==> src/rtl/cis_pkg.sv <==
// shared constants for the critical interrupt steering block
package cis_pkg;
	localparam int ISA_INPUTS = 16;
	localparam int PCI_INPUTS = 49;
	localparam int ISA_INTR_POS = 0;
	localparam int ISA_IRQ1_POS = 1;
	localparam int ISA_IRQ0_POS = 2;
	localparam int ISA_IRQ8_POS = 8;
	localparam int PCI_HOTPLUG_POS = 43;
	localparam int PCI_SYSBUS_ERR_POS = 44;
	localparam int PCI_SB_NMI_POS = 46;
	localparam int PCI_UNUSED_POS = 47;
	localparam int SLOT_LINES = 4;
	localparam int SLOT_INPUTS = 43;
	localparam int NUM_VECTORS = 65;
	localparam int SMI_SRC_COUNT = 7;
	localparam int SMI_SB_NMI = 0;
	localparam int SMI_PCI_SERR = 1;
	localparam int SMI_PCI_PERR = 2;
	localparam int SMI_ECC_CORR = 3;
	localparam int SMI_ECC_UNCORR = 4;
	localparam int SMI_SB_SMI = 5;
	localparam int SMI_MGMT_SMI = 6;
	localparam logic [6:0] SMI_EN_RESET = 7'h3f;
	localparam logic [6:0] NMI_MAP_ALLOWED = 7'h56;
	typedef enum logic {CIS_MODE_CASCADE, CIS_MODE_APIC} cis_mode_e;
endpackage

==> src/rtl/cis_critical.sv <==
// critical error steering to the management and non-maskable outputs
`timescale 1ns/10ps
module cis_critical (
	// clock and reset
	input wire logic i_clk,
	input wire logic i_rst_b,
	// sources and controls
	input wire logic [cis_pkg::SMI_SRC_COUNT-1:0] i_src,
	input wire logic [cis_pkg::SMI_SRC_COUNT-1:0] i_smi_en,
	input wire logic [cis_pkg::SMI_SRC_COUNT-1:0] i_nmi_map_en,
	// outputs
	output logic o_smi,
	output logic o_nmi
);
	logic smi_q, smi_d, nmi_q, nmi_d;

	// any enabled source raises the management interrupt
	always_comb begin
		smi_d = |(i_src & i_smi_en);
		// nmi path ignores smi enables so it works with the handler off
		nmi_d = |(i_src & i_nmi_map_en & cis_pkg::NMI_MAP_ALLOWED);
	end

	always_ff @(posedge i_clk or negedge i_rst_b) begin
		if (!i_rst_b) begin
			smi_q <= 1'b0;
			nmi_q <= 1'b0;
		end else begin
			smi_q <= smi_d;
			nmi_q <= nmi_d;
		end
	end

	assign o_smi = smi_q;
	assign o_nmi = nmi_q;
endmodule

==> src/rtl/cis_top.sv <==
// interrupt steering top: legacy/apic delivery plus critical error paths
`timescale 1ns/10ps
module cis_top #(
	parameter int ISA_N = cis_pkg::ISA_INPUTS,
	parameter int PCI_N = cis_pkg::PCI_INPUTS
) (
	// clock and reset
	input wire logic i_clk,
	input wire logic i_rst_b,
	// interrupt inputs
	input wire logic [ISA_N-1:0] i_isa_irq,
	input wire logic [PCI_N-1:0] i_pci_int_b,
	// critical sources, active high
	input wire logic [cis_pkg::SMI_SRC_COUNT-1:0] i_crit_src,
	// configuration
	input wire logic i_apic_mode,
	input wire logic [cis_pkg::SMI_SRC_COUNT-1:0] i_smi_en,
	input wire logic [cis_pkg::SMI_SRC_COUNT-1:0] i_nmi_map_en,
	// legacy delivery
	output logic o_intr,
	output logic [7:0] o_intr_vector,
	// apic delivery
	output logic o_apic_valid,
	output logic [7:0] o_apic_vector,
	// pending view
	output logic [cis_pkg::NUM_VECTORS-1:0] o_pending,
	// critical outputs
	output logic o_system_management_interrupt,
	output logic o_nmi
);
	// the vector map fixes both input counts, so other values are refused
	if (ISA_N != cis_pkg::ISA_INPUTS || PCI_N != cis_pkg::PCI_INPUTS) begin : g_bad_cfg
		$error("cis_top: input counts are fixed by the vector map");
	end
	if (ISA_N + PCI_N != cis_pkg::NUM_VECTORS) begin : g_bad_map
		$error("cis_top: pending image must hold every input");
	end

	logic [cis_pkg::NUM_VECTORS-1:0] pend_d, pend_q;
	logic [ISA_N-1:0] isa_lvl;
	logic [PCI_N-1:0] pci_lvl;
	cis_pkg::cis_mode_e mode_d, mode_q;
	logic intr_d, intr_q, apic_v_d, apic_v_q;
	// vector choice plus the two registered delivery vectors
	logic [7:0] vec_d, intr_vec_d, apic_vec_d, intr_vec_q, apic_vec_q;

	// polarity fix per isa input; bit 8 arrives active low
	genvar gi;
	generate
		for (gi = 0; gi < ISA_N; gi++) begin : g_isa
			if (gi == cis_pkg::ISA_IRQ8_POS) begin : g_low
				assign isa_lvl[gi] = ~i_isa_irq[gi];
			end else begin : g_high
				assign isa_lvl[gi] = i_isa_irq[gi];
			end
		end
		// pci lines are active low levels; unused input is masked
		for (gi = 0; gi < PCI_N; gi++) begin : g_pci
			if (gi == cis_pkg::PCI_UNUSED_POS) begin : g_unused
				assign pci_lvl[gi] = 1'b0;
			end else begin : g_used
				assign pci_lvl[gi] = ~i_pci_int_b[gi];
			end
		end
	endgenerate

	// pending is a pure level image: no latch, so a source that drops
	// is forgotten, which matches level sharing-free slot lines
	always_comb begin
		pend_d = '0;
		pend_d[ISA_N-1:0] = isa_lvl;
		pend_d[ISA_N +: PCI_N] = pci_lvl;
		pend_d[0] = 1'b0; // input 0 is the cascade output itself, not a request
	end

	// pending image registered alone; reset clears every request
	// so no stale level is presented once reset lets go
	always_ff @(posedge i_clk or negedge i_rst_b) begin
		if (!i_rst_b) begin
			pend_q <= '0;
		end else begin
			pend_q <= pend_d;
		end
	end

	// lowest numbered pending vector wins; fixed priority keeps the
	// choice repeatable but a busy low line can starve higher ones
	always_comb begin
		vec_d = 8'h00;
		for (int k = cis_pkg::NUM_VECTORS - 1; k >= 0; k--) begin
			if (pend_q[k]) vec_d = 8'(k);
		end
		mode_d = i_apic_mode ? cis_pkg::CIS_MODE_APIC : cis_pkg::CIS_MODE_CASCADE;
		// cascade mode only presents the legacy group, apic all inputs
		intr_d = (mode_q == cis_pkg::CIS_MODE_CASCADE) && (|pend_q[ISA_N-1:1]);
		apic_v_d = (mode_q == cis_pkg::CIS_MODE_APIC) && (|pend_q);
		// an idle path shows vector zero rather than a stale number
		intr_vec_d = intr_d ? vec_d : 8'h00;
		apic_vec_d = apic_v_d ? vec_d : 8'h00;
	end

	// delivery state only registers what the block above decided
	always_ff @(posedge i_clk or negedge i_rst_b) begin
		if (!i_rst_b) begin
			mode_q <= cis_pkg::CIS_MODE_CASCADE;
			intr_q <= 1'b0;
			apic_v_q <= 1'b0;
			intr_vec_q <= 8'h00;
			apic_vec_q <= 8'h00;
		end else begin
			mode_q <= mode_d;
			intr_q <= intr_d;
			apic_v_q <= apic_v_d;
			intr_vec_q <= intr_vec_d;
			apic_vec_q <= apic_vec_d;
		end
	end

	assign o_intr = intr_q;
	assign o_intr_vector = intr_vec_q;
	assign o_apic_valid = apic_v_q;
	assign o_apic_vector = apic_vec_q;
	assign o_pending = pend_q;

	// south-bridge nmi pin also feeds the critical group
	logic [cis_pkg::SMI_SRC_COUNT-1:0] crit;
	always_comb begin
		crit = i_crit_src;
		crit[cis_pkg::SMI_SB_NMI] = i_crit_src[cis_pkg::SMI_SB_NMI] |
			pci_lvl[cis_pkg::PCI_SB_NMI_POS];
	end

	cis_critical u_crit (
		.i_clk(i_clk),
		.i_rst_b(i_rst_b),
		.i_src(crit),
		.i_smi_en(i_smi_en),
		.i_nmi_map_en(i_nmi_map_en),
		.o_smi(o_system_management_interrupt),
		.o_nmi(o_nmi)
	);
endmodule
==> config.mk <==
export PLATFORM = sky130hd
export DESIGN_NAME = cis_top
export DESIGN_NICKNAME = d
export VERILOG_FILES = /design/src/rtl/cis_pkg.sv /design/src/rtl/cis_critical.sv /design/src/rtl/cis_top.sv
export SDC_FILE = /design/constraint.sdc
export NUM_CORES = 1
export LEC_CHECK = 0
export BUFFER_PORTS_ARGS = -buffer_cell sky130_fd_sc_hd__buf_2
export CAP_MARGIN = 15
export CORE_UTILIZATION = 45
export CTS_BUF_LIST = sky130_fd_sc_hd__clkbuf_16
export CTS_CLUSTER_DIAMETER = 60
export DETAILED_ROUTE_END_ITERATION = 16
export PLACE_DENSITY = 0.81
export SYNTH_ARGS = -nofsm -noshare
export SYNTH_HDL_FRONTEND = slang
export SYNTH_SLANG_ARGS = --single-unit
==> constraint.sdc <==
create_clock -name i_clk -period 5 [get_ports i_clk]
set_input_delay 0 -clock i_clk [delete_from_list [all_inputs] [get_ports i_clk]]
set_output_delay 0 -clock i_clk [all_outputs]
set_load 0.05 [all_outputs]
Yosys cells after proc, flatten, opt, wreduce, memory -nomap -nowiden

Index checks and enable logic that the tools add are counted.

Add/subtract/negate cells: 0
$mul: 0
Divide/modulo/power cells: 0
$lt $le $gt $ge: 0
Equal/unequal tests: 0
Shifts and indexed selects: 0
Mux-type cells: 66
Bitwise operators: 53
Reduce and logical (&&, ||, !) cells: 6

Operators with widths:

| kind                | number |
|---|---|
| 2-to-1 mux 8 bit    | 62 |
| OR reduction 63 bit | 1 |
| NOT 1 bit           | 50 |
| 2-to-1 mux 7 bit    | 3 |
| OR reduction 15 bit | 1 |
| bitwise AND 7 bit   | 2 |
| OR reduction 7 bit  | 1 |
| OR reduction 4 bit  | 1 |
| logical AND 1 bit   | 2 |
| 2-to-1 mux 1 bit    | 1 |
| bitwise OR 1 bit    | 1 |

Bits in registers: 84
Bits in latches: 0
RAM bits: 0
ROM bits: 0
Input bits: 89
Output and inout bits: 85
Word-level logic and storage cells: 133
Memories kept: 0

Longest topological paths before layout

Depth after elaboration: 64
Depth in mapped cells: 6
Gate-level depth less buffers: 6

Modules after synthesis

Synthesis repeated with hierarchy kept, for this count alone.

Cell total of the unflattened synthesis: 301
Area, all modules: 3,296.9 µm²

By module, submodules not included:

| module       | instances | cells an instance | area an instance (µm²) | sequential area each (µm²) |
|---|---|---|---|---|
| cis_top      | 1         | 292               | 3,198.1                | 2,001.9 |
| cis_critical | 1         | 9                 | 98.8                   | 50.0 |

Worst setup path after synthesis

No wires, ideal clock.

Path type: reg-to-reg
Start point: register pend_q (netlist bit o_pending[56])
End point: register intr_vec_q[2], in the netlist o_intr_vector[2]
Library setup time: 0.080 ns
Arrival time: 1.850 ns
Data required time: 4.920 ns
Setup slack: 3.070 ns
Cell stages (with the launch flop): 7
Path buffers: 0
Clock period less this slack: 1.930 ns
Path through: dfrtp_1 > or4_1 > o21ai_1 > a31o_1 > a211oi_1 > o211a_1 > nor3b_2

Cells in the longest elaborated chain, start to end: 57

Ends and longest elaborated chain:

| item                            | RTL line       | RTL |
|---|---|---|
| start: declaration              | cis_top.sv:39  | `logic [cis_pkg::NUM_VECTORS-1:0] pend_d, pend_q;` |
| start signal: assignment        | cis_top.sv:82  | `pend_q <= pend_d;` |
| 2-to-1 mux 8 bit (56 in series) | cis_top.sv:91  | `if (pend_q[k]) vec_d = 8'(k);` |
| 2-to-1 mux 8 bit                | cis_top.sv:98  | `intr_vec_d = intr_d ? vec_d : 8'h00;` |
| named net intr_vec_d[2]         | cis_top.sv:45  | `logic [7:0] vec_d, intr_vec_d, apic_vec_d, intr_vec_q, apic_vec_q;` |
| end signal: assignment          | cis_top.sv:114 | `intr_vec_q <= intr_vec_d;` |
| end: declaration                | cis_top.sv:45  |  |

The timed path passes the listed nets, and every way through them passes these cells.

Worst setup path in the final report

Start point: register pend_q (netlist bit o_pending[26])
End point: register apic_vec_q[1], in the netlist o_apic_vector[1]

Cells in the longest elaborated chain, start to end: 27
Elaborated cells between the ends (all ways): 29
Those cells by class: 27 x mux; 2 x reduce/logical

Ends and longest elaborated chain:

| item                            | RTL line       | RTL |
|---|---|---|
| 2-to-1 mux 8 bit (26 in series) | cis_top.sv:91  |  |
| 2-to-1 mux 8 bit (*)            | cis_top.sv:99  | `apic_vec_d = apic_v_d ? vec_d : 8'h00;` |
| named net apic_vec_d[1]         | cis_top.sv:45  |  |
| end signal: assignment          | cis_top.sv:115 | `apic_vec_q <= apic_vec_d;` |
| end: declaration                | cis_top.sv:45  |  |

The timed path passes the listed nets; every way through them passes the cells marked *.

==> impl_metrics.ini <==
[pwr]
p_total_w = 0.001596
power_density_mw_per_mm2 = 311.1
leakage_nw = 2.627
vdd_drop_max_v = 0.0002114

[die]
die_h_um = 86.73
die_w_um = 86.73
initial_core_util_pct = 47.03
num_io_pins = 174
fp.coreArea_mm2 = 0.006869
die-area_mm2 = 0.007522
rows = 30

[synthesis]
syn_area_mm2 = 0.003231
synth.distinct_cells = 47
synth_top_cell_area_share_pct = 63.52
syn_avg_cell_area_um2 = 10.80
netlist.top_cell.by_area = dfrtp_1
ys.warnings.count = 0
synthTopCellsByArea = dfrtp_1, inv_1, nor2_1
ys_seq_elements = 82
ys_seq_area_share_pct = 63.52
postSynthCellCount = 299

[global_route]
grt.total_usage_pct = 28.35
overflow = 0
grt_pass1_vias = 3355
grt_pass1_wl_um = 15870
antenna_found_initial = 1
grt_max_degree = 83

[clock_network]
clkTransAtPathRegs_ps = 60
cts_tree = yes
cts_htree_levels = 3
clock_sinks = 82
clk_latency_ps = 330
cts_root_buf = clkbuf_16
cts_buffers = 9
clock_path_buffers = 2

[placement]
portBuffers = 164
gp_congestion = 0.8035
dp_slack_ps = 3053
dpl.hpwl_um = 6188

[layout]
finalNetCount = 636
drive_above_1_share_pct = 33.45
seqCellArea_mm2 = 0.002052
area_delta_synth_final_pct = 58.75
fill_cells = 446
multi_input_area_um2 = 934.6

[timing]
fin_tns_setup_ps = 0
layout_setup_ws_ps = 3006
hold_viol_final = 0
fin_crit_ps = 1994
clock-skew-final_ps = 14.79
slew_headroom_pct = 35.27
finalSetupViolCount = 0
tightest_slew_ps = 970.9
period_share_pct = 39.87
drv_slew = 0
holdWs_ps = 315.6
rsz0062_at_grt = no
max_freq_mhz = 501.6

[worst_setup_path]
crit_chain = nor4_1 -> nand4_1 -> nand3b_1 -> o21ai_2 -> nor2_1
startpoint_type = flop
crit_slowest_cell = nor4_1
cp_data_arrival_time_ps = 2190
critPathBufInv = 0
critical_path_class = flop to flop
max_stage_delay_ps = 510
crit_path_end_kind = flop
path_max_fanout = 5
worst_ep_required_time_ps = 5190
path_delay_family = simple AND/OR/NAND/NOR gates

[flow_run]
drv_cap = 0

[status]
status = completed

[routing]
via_per_inst = 4.918
routed_wl_um = 10050
drt-initial-drc-count = 229
ant_nets = 0
num_vias = 3182
dr.pass1.iters = 4
wl_per_cell_um = 15.54
drcViolationCount = 0

[worst_hold_path]
hold_class = input pin to flop
## registers in the layout, summed over array words and instances, names as in the netlist
signal / count
mode_q: 1
o_apic_valid: 1
o_apic_vector: 7
o_intr: 1
o_intr_vector: 7
o_pending: 63
u_crit.o_nmi: 1
u_crit.o_smi: 1
## final cells by class
type / instances / share of cell area (%)
Timing Repair Buffer: 235 / 29.91
Antenna cell: 1 / 0.04879
Inverter: 63 / 4.611
Clock inverter: 5 / 0.4635
Multi-Input combinational cell: 156 / 18.22
Tap cell: 96 / 2.342
Sequential cell: 82 / 40.01
Clock buffer: 9 / 4.391
## power breakdown
part | internal, W | leakage (nW) | switching, W
clock | 0.000324 | 0.120 | 0.000242
combinational | 0.000101 | 1.53 | 0.000195
sequential | 0.000696 | 0.973 | 0.0000368
## path summary, 6_finish.rpt
check | start | endpoint | slack, ps | depth (start not counted)
max in group asynchronous | i_rst_b | o_pending[32]$_DFF_PN0_ | 4000 | 2
worst max-delay path | o_pending[26]$_DFF_PN0_ | o_apic_vector[1]$_DFF_PN0_ | 3010 | 5
worst max register to register | o_pending[26]$_DFF_PN0_ | o_apic_vector[1]$_DFF_PN0_ | 3010 | 5
worst min-delay path | i_isa_irq[12] | o_pending[12]$_DFF_PN0_ | 320 | 2
worst min register to register | mode_q$_DFF_PN0_ | o_intr_vector[3]$_DFF_PN0_ | 530 | 1
min in group asynchronous | i_rst_b | o_pending[62]$_DFF_PN0_ | 370 | 2
## cells in the final DEF (no fill, tap or decap), types with 3 or more instances in the layout
master / instances
nor4_2: 3
a22oi_1: 3
conb_1: 7
buf_2: 163
o31ai_1: 5
nor3_1: 14
clkinv_1: 3
dfrtp_1: 82
a221oi_1: 3
nand3_1: 4
clkbuf_16: 9
nand2_1: 12
nor4_1: 13
inv_1: 63
o21ai_0: 11
a211oi_1: 3
dlygate4sd3_1: 71
a21oi_1: 11
nor2_1: 26
## timing repair
item                      in CTS  in global routing
setup buffers                  0                  0
hold buffers                  71                  0
hold endpoints to repair     148                  0
gates resized for setup        0                  0
## cells in the mapped netlist, drive strengths merged
library cell	n
o211ai	1
nand3	4
nand2	12
buf	4
a22o	1
and2	2
a22oi	3
nor2	26
a221oi	3
o211a	1
nor3	15
a2111oi	2
conb	1
or2b	1
a31o	1
a21oi	11
a211oi	3
nand4	1
a21o	1
inv	63
nor3b	3
o21bai	1
o311ai	2
a41o	1
o31a	1
dfrtp	82
o21a	2
o31ai	5
o21ba	1
o21ai	14
or4	2
a21boi	3
nor4	17
nand2b	2
nand3b	1
and3	2
nor2b	2
o221ai	2
## metrics by stage
step,cells,util [%],area (um2)
after floorplan,305,-,3253
after CTS,646,74.63,5126
after global routing,647,74.66,5129
final,647,74.66,5129
after detailed placement,561,60.66,4167
after global placement,561,60.66,4167
## kinds of logic (layout without fill, tap and decap cells)
family	after synthesis	after routing	synth area share (%)
simple gates	90	90	15.49
flops	82	82	63.52
buf+inv	67	312	8.250
compound gates	59	59	12.63
other cells	1	8	0.1161
## metal layers
metal	global-route usage, %	routed length [um]
met5	0	0
met4	13.18	262
met3	7.048	533
met2	52.16	5673
met1	30.52	3582
Power figures use the tool's default switching activity.
